--- src/core/afx_pkg.sv ---
// Package of constants and carriers for the FIFO host controller
package afx_pkg;
    // Register byte offsets
    localparam logic [11:0] REG_CTRL   = 12'h000;
    localparam logic [11:0] REG_WDATA  = 12'h004;
    localparam logic [11:0] REG_RDATA  = 12'h008;
    localparam logic [11:0] REG_STATUS = 12'h00C;
    localparam logic [11:0] REG_WCOUNT = 12'h010;
    // Command bits of the control register
    localparam int CMD_RESET = 0;
    localparam int CMD_WRITE = 1;
    localparam int CMD_READ  = 2;
    localparam int CMD_RETX  = 3;
    // Status bits
    localparam int ST_BUSY    = 0;
    localparam int ST_EMPTY   = 1;
    localparam int ST_FULL    = 2;
    localparam int ST_HALF    = 3;
    localparam int ST_READY   = 4;
    localparam int ST_REFUSED = 5;
    localparam int WORD_W     = 9;
    localparam int SYNC_LAT   = 3;
    // Pin timing in ns
    localparam int CLK_NS   = 10;
    localparam int T_PW_NS  = 30;
    localparam int T_SD_NS  = 18;
    localparam int T_WR_NS  = 10;
    localparam int T_WEF_NS = 30;
    localparam int T_PR_NS  = 30;
    localparam int T_A_NS   = 30;
    localparam int T_RR_NS  = 10;
    localparam int T_RFF_NS = 30;
    localparam int T_RPW_NS = 30;
    localparam int T_PMR_NS = 30;
    localparam int T_RMR_NS = 10;
    localparam int T_EFL_NS = 40;
    localparam int T_PRT_NS = 30;
    localparam int T_RTR_NS = 10;
    localparam int T_RTC_NS = 40;
    // Cycle counts, least times rounded up
    localparam logic [7:0] WR_LOW_CYC = 8'((((T_PW_NS > T_SD_NS) ? T_PW_NS : T_SD_NS)
                                           + CLK_NS - 1) / CLK_NS);
    localparam logic [7:0] WR_REC_CYC = 8'((((T_WR_NS > T_WEF_NS) ? T_WR_NS : T_WEF_NS)
                                           + CLK_NS - 1) / CLK_NS + SYNC_LAT);
    localparam logic [7:0] RD_LOW_CYC = 8'((((T_PR_NS > T_A_NS) ? T_PR_NS : T_A_NS)
                                           + CLK_NS - 1) / CLK_NS + SYNC_LAT);
    localparam logic [7:0] RD_REC_CYC = 8'((((T_RR_NS > T_RFF_NS) ? T_RR_NS : T_RFF_NS)
                                           + CLK_NS - 1) / CLK_NS + SYNC_LAT);
    localparam logic [7:0] MR_PRE_CYC = 8'((T_RPW_NS + CLK_NS - 1) / CLK_NS);
    localparam logic [7:0] MR_LOW_CYC = 8'((T_PMR_NS + CLK_NS - 1) / CLK_NS);
    localparam logic [7:0] MR_REC_CYC = 8'((((T_RMR_NS > T_EFL_NS) ? T_RMR_NS : T_EFL_NS)
                                           + CLK_NS - 1) / CLK_NS + SYNC_LAT);
    localparam logic [7:0] RT_LOW_CYC = 8'((T_PRT_NS + CLK_NS - 1) / CLK_NS);
    localparam logic [7:0] RT_REC_CYC = 8'((((T_RTR_NS > T_RTC_NS) ? T_RTR_NS : T_RTC_NS)
                                           + CLK_NS - 1) / CLK_NS + SYNC_LAT);
    // Pins driven to the FIFO device
    typedef struct packed {
        logic master_reset_n;
        logic store_strobe_n;
        logic fetch_strobe_n;
        logic retransmit_n;
        logic expansion_in_n;
        logic first_load_n;
    } afx_ctl_t;
    localparam afx_ctl_t CTL_RESET = '{1'b1, 1'b1, 1'b1, 1'b1, 1'b0, 1'b1};
    // Flags coming back from the FIFO device
    typedef struct packed {
        logic empty_flag_n;
        logic full_flag_n;
        logic half_full_flag_n;
    } afx_flags_t;
    typedef enum logic [3:0] {
        ST_IDLE   = 4'h0,
        ST_MR_PRE = 4'h1,
        ST_MR_LOW = 4'h2,
        ST_MR_REC = 4'h3,
        ST_WR_LOW = 4'h4,
        ST_WR_REC = 4'h5,
        ST_RD_LOW = 4'h6,
        ST_RD_REC = 4'h7,
        ST_RT_LOW = 4'h8,
        ST_RT_REC = 4'h9
    } afx_state_t;
endpackage : afx_pkg

--- src/core/afx_host.sv ---
// Host controller that drives an asynchronous FIFO device from APB
`timescale 1ns/10ps
`default_nettype none
// Overview of operation
// Master reset after power up, flags then valid
// Strobes held high around master reset release
// Store strobe falling starts write, word held
// Full flag low means last location filled
// No store strobe issued while full
// Full flag rises after read, waited
// Empty flag rises after write, waited
// Half flag low above half capacity
// Half flag rises after read to half
// Half flag and retransmit only standalone
// No fetch strobe issued while empty
// Output word floats while fetch high
// Last word read sets empty flag low
// Retransmit low pulse rewinds read pointer
// Strobes high during retransmit and recovery
// Flags recomputed after retransmit, waited
// Retransmit refused beyond depth writes
// Standalone: expansion low, first load high
// Depth chain selected only at reset
// Expansion output pulses hand over device
// Host blocks reads empty, writes full
// Flags valid before next strobe cycle
// Device pointers wrap circularly
module afx_host
    import afx_pkg::*;
#(
    parameter int DEPTH = 256
) (
    input  wire logic                pclk,
    input  wire logic                presetn,
    input  wire logic                psel,
    input  wire logic                penable,
    input  wire logic                pwrite,
    input  wire logic [11:0]         paddr,
    input  wire logic [31:0]         pwdata,
    output var  logic [31:0]         prdata,
    output var  logic                pready,
    output var  logic                pslverr,
    output var  afx_ctl_t            fifo_ctl,
    output var  logic [WORD_W-1:0]   input_word,
    input  wire afx_flags_t          fifo_flags,
    input  wire logic [WORD_W-1:0]   output_word
);
    localparam int SW = 3 + WORD_W;

    initial begin
        if (DEPTH < 1 || DEPTH > 4096) begin
            $error("DEPTH out of range");
        end
        if (WORD_W > 23) begin
            $error("WORD_W too wide for register fields");
        end
    end

    // Pin synchroniser
    logic [SW-1:0] sync1;
    logic [SW-1:0] sync2;
    logic [SW-1:0] sync3;
    logic [SW-1:0] stable;
    logic [SW-1:0] next_stable;

    always_comb begin
        next_stable = ((sync2 ^ sync3) & stable) | (~(sync2 ^ sync3) & sync3);
    end

    always_ff @(posedge pclk or negedge presetn) begin
        if (!presetn) begin
            sync1  <= '0;
            sync2  <= '0;
            sync3  <= '0;
            stable <= '0;
        end else begin
            sync1  <= {fifo_flags, output_word};
            sync2  <= sync1;
            sync3  <= sync2;
            stable <= next_stable;
        end
    end

    afx_flags_t flags;
    assign flags = stable[SW-1:WORD_W];

    // Control group
    afx_state_t        state;
    afx_state_t        next_state;
    logic [7:0]        timer;
    logic [7:0]        next_timer;
    afx_ctl_t          next_fifo_ctl;
    logic [WORD_W-1:0] next_input_word;
    logic [WORD_W-1:0] wdata;
    logic [WORD_W-1:0] next_wdata;
    logic [WORD_W-1:0] rdata;
    logic [WORD_W-1:0] next_rdata;
    logic [12:0]       wcount;
    logic [12:0]       next_wcount;
    logic              ready;
    logic              next_ready;
    logic              refused;
    logic              next_refused;
    logic [31:0]       next_prdata;
    logic              next_pready;
    logic              next_pslverr;
    logic              wr_acc;
    logic              mapped;
    logic [31:0]       status;

    always_comb begin
        wr_acc = psel && penable && pready && pwrite;
        mapped = (paddr == REG_CTRL) || (paddr == REG_WDATA) || (paddr == REG_RDATA)
                 || (paddr == REG_STATUS) || (paddr == REG_WCOUNT);
        status = '0;
        status[ST_BUSY]    = (state != ST_IDLE);
        status[ST_EMPTY]   = ~flags.empty_flag_n;
        status[ST_FULL]    = ~flags.full_flag_n;
        status[ST_HALF]    = ~flags.half_full_flag_n;
        status[ST_READY]   = ready;
        status[ST_REFUSED] = refused;
        next_state      = state;
        next_timer      = (timer != 8'h00) ? timer - 8'h01 : 8'h00;
        next_fifo_ctl   = fifo_ctl;
        next_input_word = input_word;
        next_wdata      = wdata;
        next_rdata      = rdata;
        next_wcount     = wcount;
        next_ready      = ready;
        next_refused    = refused;
        next_fifo_ctl.expansion_in_n = 1'b0;
        next_fifo_ctl.first_load_n   = 1'b1;
        if (wr_acc && paddr == REG_WDATA) begin
            next_wdata = pwdata[WORD_W-1:0];
        end
        if (wr_acc && paddr == REG_STATUS && pwdata[ST_REFUSED]) begin
            next_refused = 1'b0;
        end
        unique case (state)
            ST_IDLE: begin
                if (wr_acc && paddr == REG_CTRL) begin
                    if (pwdata[CMD_RESET]) begin
                        next_state = ST_MR_PRE;
                        next_timer = MR_PRE_CYC;
                    end else if (pwdata[CMD_RETX]) begin
                        if (ready && wcount <= 13'(DEPTH)) begin
                            next_state = ST_RT_LOW;
                            next_timer = RT_LOW_CYC;
                            next_fifo_ctl.retransmit_n = 1'b0;
                        end else begin
                            next_refused = 1'b1;
                        end
                    end else if (pwdata[CMD_READ]) begin
                        if (ready && flags.empty_flag_n) begin
                            next_state = ST_RD_LOW;
                            next_timer = RD_LOW_CYC;
                            next_fifo_ctl.fetch_strobe_n = 1'b0;
                        end else begin
                            next_refused = 1'b1;
                        end
                    end else if (pwdata[CMD_WRITE]) begin
                        if (ready && flags.full_flag_n) begin
                            next_state = ST_WR_LOW;
                            next_timer = WR_LOW_CYC;
                            next_input_word = wdata;
                            next_fifo_ctl.store_strobe_n = 1'b0;
                        end else begin
                            next_refused = 1'b1;
                        end
                    end
                end
            end
            ST_MR_PRE: begin
                if (timer == 8'h00) begin
                    next_state = ST_MR_LOW;
                    next_timer = MR_LOW_CYC;
                    next_fifo_ctl.master_reset_n = 1'b0;
                    next_ready = 1'b0;
                end
            end
            ST_MR_LOW: begin
                if (timer == 8'h00) begin
                    next_state = ST_MR_REC;
                    next_timer = MR_REC_CYC;
                    next_fifo_ctl.master_reset_n = 1'b1;
                end
            end
            ST_MR_REC: begin
                if (timer == 8'h00) begin
                    next_state  = ST_IDLE;
                    next_ready  = 1'b1;
                    next_wcount = 13'h0000;
                end
            end
            ST_WR_LOW: begin
                if (timer == 8'h00) begin
                    next_state = ST_WR_REC;
                    next_timer = WR_REC_CYC;
                    next_fifo_ctl.store_strobe_n = 1'b1;
                    if (wcount != 13'h1FFF) begin
                        next_wcount = wcount + 13'h0001;
                    end
                end
            end
            ST_WR_REC: begin
                if (timer == 8'h00) begin
                    next_state = ST_IDLE;
                end
            end
            ST_RD_LOW: begin
                if (timer == 8'h00) begin
                    next_state = ST_RD_REC;
                    next_timer = RD_REC_CYC;
                    next_rdata = stable[WORD_W-1:0];
                    next_fifo_ctl.fetch_strobe_n = 1'b1;
                end
            end
            ST_RD_REC: begin
                if (timer == 8'h00) begin
                    next_state = ST_IDLE;
                end
            end
            ST_RT_LOW: begin
                if (timer == 8'h00) begin
                    next_state = ST_RT_REC;
                    next_timer = RT_REC_CYC;
                    next_fifo_ctl.retransmit_n = 1'b1;
                end
            end
            ST_RT_REC: begin
                if (timer == 8'h00) begin
                    next_state = ST_IDLE;
                end
            end
            default: begin
                next_state = ST_IDLE;
            end
        endcase
        if (state != ST_IDLE && wr_acc && paddr == REG_CTRL && pwdata[3:0] != 4'h0) begin
            next_refused = 1'b1;
        end
    end

    always_ff @(posedge pclk or negedge presetn) begin
        if (!presetn) begin
            state      <= ST_MR_PRE;
            timer      <= MR_PRE_CYC;
            fifo_ctl   <= CTL_RESET;
            input_word <= '0;
            wdata      <= '0;
            rdata      <= '0;
            wcount     <= 13'h0000;
            ready      <= 1'b0;
            refused    <= 1'b0;
        end else begin
            state      <= next_state;
            timer      <= next_timer;
            fifo_ctl   <= next_fifo_ctl;
            input_word <= next_input_word;
            wdata      <= next_wdata;
            rdata      <= next_rdata;
            wcount     <= next_wcount;
            ready      <= next_ready;
            refused    <= next_refused;
        end
    end

    // Bus answer group
    always_comb begin
        next_pready  = psel && !penable && !pready;
        next_pslverr = psel && !penable && !pready && !mapped;
        next_prdata  = prdata;
        if (psel && !penable && !pready) begin
            unique case (paddr)
                REG_WDATA:  next_prdata = {23'h00_0000, wdata};
                REG_RDATA:  next_prdata = {23'h00_0000, rdata};
                REG_STATUS: next_prdata = status;
                REG_WCOUNT: next_prdata = {19'h0_0000, wcount};
                default:    next_prdata = 32'h0000_0000;
            endcase
        end
    end

    always_ff @(posedge pclk or negedge presetn) begin
        if (!presetn) begin
            prdata  <= 32'h0000_0000;
            pready  <= 1'b0;
            pslverr <= 1'b0;
        end else begin
            prdata  <= next_prdata;
            pready  <= next_pready;
            pslverr <= next_pslverr;
        end
    end
endmodule : afx_host
`default_nettype wire

--- config.mk ---
export PLATFORM = sky130hd
export DESIGN_NAME = afx_host
export DESIGN_NICKNAME = d
export VERILOG_FILES = /design/src/core/afx_pkg.sv /design/src/core/afx_host.sv
export SDC_FILE = /design/constraint.sdc
export NUM_CORES = 1
export LEC_CHECK = 0
export BUFFER_PORTS_ARGS = -buffer_cell sky130_fd_sc_hd__buf_2
export CELL_PAD_IN_SITES_DETAIL_PLACEMENT = 2
export CELL_PAD_IN_SITES_GLOBAL_PLACEMENT = 2
export CORE_AREA = 2 2 118 120
export CTS_BUF_LIST = sky130_fd_sc_hd__clkbuf_4 sky130_fd_sc_hd__clkbuf_8
export DETAILED_ROUTE_END_ITERATION = 10
export DIE_AREA = 0 0 120 122
export GPL_TIMING_DRIVEN = 0
export PLACE_DENSITY_LB_ADDON = 0.05
export REMOVE_ABC_BUFFERS = 1
export SYNTH_ARGS = -nofsm -noshare
export SYNTH_HDL_FRONTEND = slang
export SYNTH_SLANG_ARGS = --single-unit
--- constraint.sdc ---
create_clock -name pclk -period 6.1 [get_ports pclk]
set_clock_uncertainty 0.1 [all_clocks]
set_input_delay 1.22 -clock pclk [delete_from_list [all_inputs] [get_ports pclk]]
set_output_delay 1.22 -clock pclk [all_outputs]
set_load 0.005 [all_outputs]
* Word level (Yosys, flattened, before mapping)
Cells that the tools add are included.
** Cells by class
- Eq/ne operators :: 36
- Muxes and demuxes :: 61
- Add/sub/neg operators :: 2
- Bitwise gates (word level) :: 11
- Reductions and logical operators :: 47
- Magnitude comparators :: 1
** Operator list (count)
- 8-bit two-way mux :: 12
- 4-bit two-way mux :: 14
- 13-bit one-hot mux with 4 select lines :: 1
- 13-bit two-way mux :: 3
- 2-bit inequality test, second input constant :: 17
- 8-bit one-hot mux with 4 select lines :: 1
- 4-bit one-hot mux with 7 select lines :: 1
- 13-bit one-hot mux with 2 select lines :: 1
- 12-bit AND :: 2
- 12-bit by 4-bit equality test with 1-bit output, second input constant :: 2
- 1-bit two-way mux :: 20
- 4-bit by 3-bit equality test with 1-bit output, second input constant :: 4
- 1-bit logical AND :: 16
- 5-bit inequality test, second input constant :: 3
- 7-bit AND reduction :: 2
- 13-bit by 1-bit adder with 13-bit output, second input constant :: 1
- 13-bit by 9-bit <= comparator with 1-bit output, second input constant :: 1
- 13-bit inequality test, second input constant :: 1
- 12-bit by 3-bit equality test with 1-bit output, second input constant :: 1
- 12-bit by 5-bit equality test with 1-bit output, second input constant :: 1
- 12-bit zero test :: 1
- 12-bit inverter :: 1
- 12-bit bitwise OR :: 1
- 2-bit nonzero test :: 6
- 25 further kinds :: 45
** Word-level totals
- Flip-flop bits (word level) :: 140
- Word-level logic and storage cells :: 177
- Output and inout port bits :: 49

* Longest topological paths before layout
Gate-level depths: netlist of run 1.
- Depth after elaboration :: 14
- Mapped depth :: 8

* Worst setup path after synthesis of run 1
No wires, ideal clock.
- Path kind :: in2reg
- Start :: input paddr[9]
- End :: register input_word[0]
- Slack :: 3120 ps
- Cell stages on the path :: 5
- Path buffers :: 0
- Required time :: 5875 ps
- Arrival :: 2756 ps
- Cell sequence :: nor4_1 and3_2 nand3_4 nor4_4 mux2_2
** On the way
- Longest elaborated chain between the ends :: 3
** RTL lines
- start, declared :: line afx_host.sv:38 : input wire logic [11:0] paddr,
- 12-bit zero test :: line afx_host.sv:141 : if (wr_acc && paddr == REG_CTRL) begin
- 1-bit logical AND :: line afx_host.sv:141
- 7-bit AND reduction (no line)
- end signal, assigned :: line afx_host.sv:259 : input_word <= next_input_word;
- end, declared :: line afx_host.sv:44 : output var logic [WORD_W-1:0] input_word,
No other way between the ends.
A chain may end at the register's enable or synchronous reset.

* Worst setup path after layout of run 1
- Start :: input paddr[9]
- End :: register input_word[7]
The elaborated chain is that of the path after synthesis.

==> impl_metrics.env, run 1 <==
export IMPL_total_power_uw=1620
export IMPL_drt_initial_drc_count=149
export IMPL_synth_top_area_share_pct=54.2
export IMPL_clk_pin_slew_ns=0.07
export IMPL_vias=3716
export IMPL_io_buffers=65
export IMPL_antenna_found_initial=0
export IMPL_grt_overflow_total=0
export IMPL_finish_instance_area_sq_um=6090
export IMPL_crit_chain="buf_2 > nor4_1 > and3_2 > nand3_4 > nor4_4 > mux2_2"
export IMPL_cp_max_fo=10
export IMPL_grtUsageTotal_pct=20.1
export IMPL_gp_congestion=0.768
export IMPL_cts_buffers=17
export IMPL_wl_um=13400
export IMPL_dieHeight_um=122
export IMPL_max_vdd_ir_drop_mv=0.123
export IMPL_tightest_slew_ns=0.963
export IMPL_cts_hold_buffers=0
export IMPL_p_per_area_nw_per_um2=266
export IMPL_htreeDepth=4
export IMPL_start_util_pct=39.0
export IMPL_post_cts_setup_buffers=0
export IMPL_drt_drc_violations_left=0
export IMPL_syn_area_sq_um=5270
export IMPL_ys_warn_count=0
export IMPL_grt_max_degree=95
export IMPL_start_kind="input pin"
export IMPL_max_freq_mhz=288
export IMPL_slew_violations=0
export IMPL_grt_pass1_vias=4099
export IMPL_status="finished clean"
export IMPL_postRouteAntennaNets=0
export IMPL_synth_edf_count=0
export IMPL_synth_seq_area_share_pct=57.7
export IMPL_slew_headroom_pct=35.3
export IMPL_period_needed_ns=3.47
export IMPL_async_reset_ff_share_pct=100
export IMPL_cp_arrival_ns=3.70
export IMPL_worstPathRequired_ns=6.33
export IMPL_die_w_um=120
export IMPL_clock_sinks=121
export IMPL_routed_via_density=5.28
export IMPL_coreArea_sq_um=13500
export IMPL_dp_hpwl_um=9390
export IMPL_wl_per_cell_um=19.1
export IMPL_hold_viol_final=0
export IMPL_cp_slowest_cell="nor4_4"
export IMPL_hp_class="register to register"
export IMPL_fin_crit_sh_pct=56.9
export IMPL_diodes=0
export IMPL_yosys_cell_types_count=64
export IMPL_layout_drive_gt1_share_pct=28.4
export IMPL_placed_area_sq_um=5700
export IMPL_rows=43
export IMPL_fin_setup_tns_ns=0
export IMPL_cts_resized_gates=0
export IMPL_dieArea_sq_um=14600
export IMPL_cellLeakagePower_uw=0.00282
export IMPL_maxCapViolCount=0
export IMPL_synth_area_per_cell_sq_um=11.8
export IMPL_yosysTopAreaCell="dfrtp_1"
export IMPL_clkLatencyLatePin_ns=0.45
export IMPL_root_buffer="clkbuf_8"
export IMPL_setup_viol=0
export IMPL_rsz0062_at_grt="no"
export IMPL_area_growth_pct=15.6
export IMPL_critical_path_class="input pin to register"
export IMPL_max_clock_path_buffers=2
export IMPL_firstDrtPassIters=4
export IMPL_r2r_setup_slack_ns=2.83
export IMPL_fin_nets=578
export IMPL_ios=110
export IMPL_ys_flop_type="dfrtp_1"
export IMPL_syn_inst=447
export IMPL_ys_seq_elements=121
export IMPL_cts_tree="yes"
export IMPL_grt_pass1_wl_um=22200
export IMPL_yosys_top_cells_area="dfrtp_1 (54%), mux2_2 (6.0%), dfstp_2 (3.5%)"
export IMPL_cpPeakStageDelay_ns=0.77
export IMPL_crit_path_end_kind="register"
==> final timing paths <==
kind / cells after the start / from / end
min reg2reg: 0 / sync1[6] / sync2[6]
min in group asynchronous: 1 / presetn / state[1]
max in group asynchronous: 2 / presetn / state[2]
max reg2reg: 6 / timer[0] / rdata[5]
min: 0 / sync1[6] / sync2[6]
max: 6 / paddr[9] / input_word[7]
==> worst max-delay path: cells and delay by family <==
kind	cells	cell delay [ns]
muxes	1	0.42
and+or+nand+nor	4	1.95
buffers and inverters	1	0.10
==> layout by cell type, fill, tap and decap left out, types with 3 or more instances in the layout <==
cell and n:
a21oi_1 11, a221oi_1 5, a22oi_1 7, and3_1 3, buf_2 64, bufinv_16 3
clkbuf_8 18, clkinv_2 4, conb_1 21, dfrtp_1 114, dfstp_2 7, ha_1 3
inv_1 12, maj3_1 12, mux2_2 28, mux2i_1 7, nand2_1 33, nand3_1 14
nand4_1 7, nor2_1 36, nor3_1 18, nor4_1 7, o21ai_0 15, or3_1 3
or4_1 5, xnor2_1 12
==> logic make-up (layout without fill, tap and decap cells) <==
group                      after synthesis  in the layout  share of synthesized area (%)
and+or+nand+nor                        151            151                           16.2
DFF                                    121            121                           57.7
AOI/OAI and AO/OA                       60             60                           8.27
buffers and inverters                   49            107                           5.11
muxes                                   35             35                           7.32
adders and majority gates               15             15                           2.99
xor gates and xnor gates                14             14                           2.33
other                                    2             21                          0.143
==> area by class of cell <==
class                   instances  area (sq um)
clock buffers                  20           263
flip-flops and latches        121          3040
clock inverters                 9           126
fillers                      1407          7420
well taps                     180           225
multi-input cells             296          2030
repair buffers                 66           359
inverters                      12          45.0
==> sequential cells by signal, summed over array words and instances, names as in the netlist, named ones only <==
register,count
wdata,9
rdata,9
refused,1
pready,1
fifo_ctl,4
timer,8
pslverr,1
state,4
sync2,12
ready,1
prdata,13
sync3,12
wcount,13
sync1,12
input_word,9
==> metal layers <==
layer | global-route usage [%] | routed length, um | up-vias
met2 | 33.1 | 6750 | 71
met1 | 25.8 | 5950 | 1933
met4 | 7.28 | 219 | 0
met3 | 5.01 | 519 | 16
met5 | 0 | 0 | -
li1 | - | - | 1696
==> report_power, final <==
part / leakage, uW / internal, uW / total, uW / switching (uW)
clock: 0.000201 / 414 / 726 / 313
sequential: 0.00153 / 823 / 834 / 10.7
combinational: 0.00109 / 21.3 / 59.9 / 38.6
total: 0.00282 / 1260 / 1620 / 362
==> through the flow <==
step	setup WS, ns	cells	utilization [%]	hold WS, ns
6_report	2.63	704	45.1	0.249
5_1_grt	2.49	704	45.1	0.258
4_1_cts	2.59	704	45.1	0.253
2_1_floorplan	3.12	429	-	0.231
3_3_place_gp	2.11	674	41.9	0.232
3_5_place_dp	2.14	675	42.2	0.236
==> synthesized netlist by cell type, types with 5 or more instances <==
library cell and count:
mux2i_1 7, dfstp_2 7, or4_1 5, a221oi_1 5
xnor2_1 12, inv_1 12, nand4_1 7, a21oi_1 11
nor2_1 36, clkbuf_1 10, nand2_1 33, dfrtp_1 114
mux2_2 28, nor4_1 7, nand3_1 14, o21ai_0 15
buf_4 21, nor3_1 18, maj3_1 12, a22oi_1 7
No activity file was read; power rests on OpenSTA's default activity.
==> run 2: changes to the inputs <==
ABC_AREA = 1   (was not set)
CORE_AREA = 2 2 132 134   (was 2 2 118 120)
DIE_AREA = 0 0 134 136   (was 0 0 120 122)
clock period = 3.5 ns   (was 6.1 ns; I/O delays follow)
==> impl_metrics.env, run 2 <==
export IMPL_rows=48
export IMPL_grt_pass1_vias=4780
export IMPL_diodes=0
export IMPL_cts_buffers=17
export IMPL_cts_hold_buffers=0
export IMPL_dp_cells=899
export IMPL_async_reset_ff_share_pct=100
export IMPL_holdWs_ns=0.123
export IMPL_synth_area_per_cell_sq_um=9.34
export IMPL_grt_pass1_wl_um=25600
export IMPL_clock_sinks=121
export IMPL_crit_start="pready"
export IMPL_htreeDepth=4
export IMPL_start_util_pct=34.5
export IMPL_area_growth_pct=14.4
export IMPL_yosys_cell_types_count=47
export IMPL_ys_flop_type="dfrtp_1"
export IMPL_final_core_util_pct=39.4
export IMPL_slew_headroom_pct=35.7
export IMPL_die_w_um=134
export IMPL_syn_area_sq_um=5820
export IMPL_root_buffer="clkbuf_8"
export IMPL_firstDrtPassIters=4
export IMPL_post_cts_setup_buffers=0
export IMPL_max_vdd_ir_drop_mv=0.316
export IMPL_layout_commonest_cell="nand2_1"
export IMPL_start_kind="register"
export IMPL_grt_overflow_total=0
export IMPL_dieArea_sq_um=18200
export IMPL_crit_path_end_kind="register"
export IMPL_clk_pin_slew_ns=0.08
export IMPL_status="finished clean"
export IMPL_synth_most_common_cell="nand2_1"
export IMPL_synth_top_area_share_pct=49.0
export IMPL_cts_tree="yes"
export IMPL_syn_inst=623
export IMPL_io_buffers=65
export IMPL_rsz0062_at_grt="no"
export IMPL_total_power_uw=2780
export IMPL_wl_um=15700
export IMPL_hold_viol_final=0
export IMPL_grtUsageTotal_pct=18.3
export IMPL_r2r_setup_slack_ns=1.17
export IMPL_maxCapViolCount=0
export IMPL_antenna_found_initial=0
export IMPL_rr_worst_depth=3
export IMPL_worstPathRequired_ns=3.75
export IMPL_coreArea_sq_um=16900
export IMPL_grt_max_degree=64
export IMPL_max_clock_path_buffers=2
export IMPL_mostFrequentLayoutCells="nand2_1 (149), dfrtp_1 (114), buf_2 (64)"
export IMPL_dp_hpwl_um=12100
export IMPL_synth_edf_count=0
export IMPL_ys_seq_elements=121
export IMPL_critical_path_class="register to register"
export IMPL_fin_crit_sh_pct=66.4
export IMPL_endpoint="prdata[10]"
export IMPL_placed_area_sq_um=6270
export IMPL_fin_nets=757
export IMPL_ys_warn_count=0
export IMPL_worstReg2RegStart="pready"
export IMPL_yosys_top_cells_count="nand2_1 (149), dfrtp_1 (114), inv_1 (59)"
export IMPL_vias=4421
export IMPL_p_per_area_nw_per_um2=417
export IMPL_period_needed_ns=2.33
export IMPL_cts_resized_gates=0
export IMPL_layout_drive_gt1_share_pct=24.4
export IMPL_r2r_end="prdata[10]"
export IMPL_tightest_slew_ns=0.959
export IMPL_clkLatencyLatePin_ns=0.44
export IMPL_ios=110
export IMPL_yosysTopAreaCell="dfrtp_1"
export IMPL_max_freq_mhz=430
export IMPL_cp_arrival_ns=2.57
export IMPL_drt_drc_violations_left=0
export IMPL_postRouteAntennaNets=0
export IMPL_drt_initial_drc_count=143
export IMPL_wl_per_cell_um=16.9
export IMPL_finish_instance_area_sq_um=6650
export IMPL_hp_class="input pin to asynchronous set/reset pin"
export IMPL_largest_registers="prdata x13, wcount x13"
export IMPL_slew_violations=0
export IMPL_setup_viol=0
export IMPL_cellLeakagePower_uw=0.00316
export IMPL_dieHeight_um=136
export IMPL_gp_congestion=0.845
export IMPL_yosys_top_cells_area="dfrtp_1 (49%), nand2_1 (9.6%), nand3_1 (4.4%)"
export IMPL_final_cells=931
export IMPL_routed_via_density=4.75
export IMPL_cp_max_fo=16
export IMPL_synth_seq_area_share_pct=52.2
[run 2: cell types whose count changed in the layout (fill, tap and decap cells not counted), moves of 8 or more]
cell,previous run,this run
inv_1,12,59
mux2_2,28,1
nand2_1,33,149
nand2_2,0,8
nand3_1,14,51
o21ai_2,0,22
xnor2_1,12,0
xor2_1,2,10
[run 2: worst min path at each step]
stage,slack [ns],start,endpoint,cells after the start
after CTS,0.14,presetn,input_word[8],1
after global placement,0.23,sync1[10],sync2[10],0
after global routing,0.15,presetn,input_word[8],1
after detailed placement,0.24,sync1[1],sync2[1],0
after floorplan,0.23,sync1[0],sync2[0],0
final,0.12,presetn,input_word[8],1
[run 2: final cells by class]
type	count	area, sq um
fillers	1903	10200
inverters	67	256
repair buffers	66	359
multi-input cells	420	2340
flip-flops and latches	121	3040
clock buffers	18	241
well taps	225	282
clock inverters	14	141
[run 2: critical path, stage by stage, from the launching register on]
cell	delay, ns
dfrtp_1	0.42
nor3_2	0.78
inv_1	0.57
o31ai_1	0.36
[run 2: report_power, final]
group          internal [uW]  switching, uW  leakage (uW)
clock                    586            623      0.000194
combinational           36.7           77.7       0.00144
sequential              1430           19.1       0.00153
[run 2: cells by family (layout without fill, tap and decap cells)]
| logic type | Yosys count | count (layout) | share of synthesized area [%] |
|---|---|---|---|
| AND/OR/NAND/NOR | 297 | 297 | 25.0 |
| flip-flops | 121 | 121 | 52.2 |
| buffers and inverters | 101 | 165 | 8.93 |
| AO/OA/AOI/OAI | 70 | 70 | 8.17 |
| adder cells (fa/ha/maj) | 15 | 15 | 2.71 |
| XOR/XNOR | 10 | 10 | 1.51 |
| multiplexers | 7 | 7 | 1.36 |
| other | 2 | 21 | 0.129 |
[run 2: metal layers]
metal / GRT usage (%) / wire, um / share of wire [%] / up-vias
met2: 30.4 / 7590 / 48 / 77
met1: 23.8 / 7350 / 47 / 2198
li1: - / - / - / 2123
met4: 6.50 / 312 / 2.0 / 0
met3: 3.91 / 461 / 2.9 / 23
met5: 0 / 0 / 0 / -
[run 2: through the flow]
stage / TNS (ns) / worst slack [ns]
2_1_floorplan: 0 / 1.20
3_3_place_gp: -1.25 / -0.0209
3_5_place_dp: 0 / 0.737
4_1_cts: 0 / 1.13
5_1_grt: 0 / 0.941
6_report: 0 / 1.17
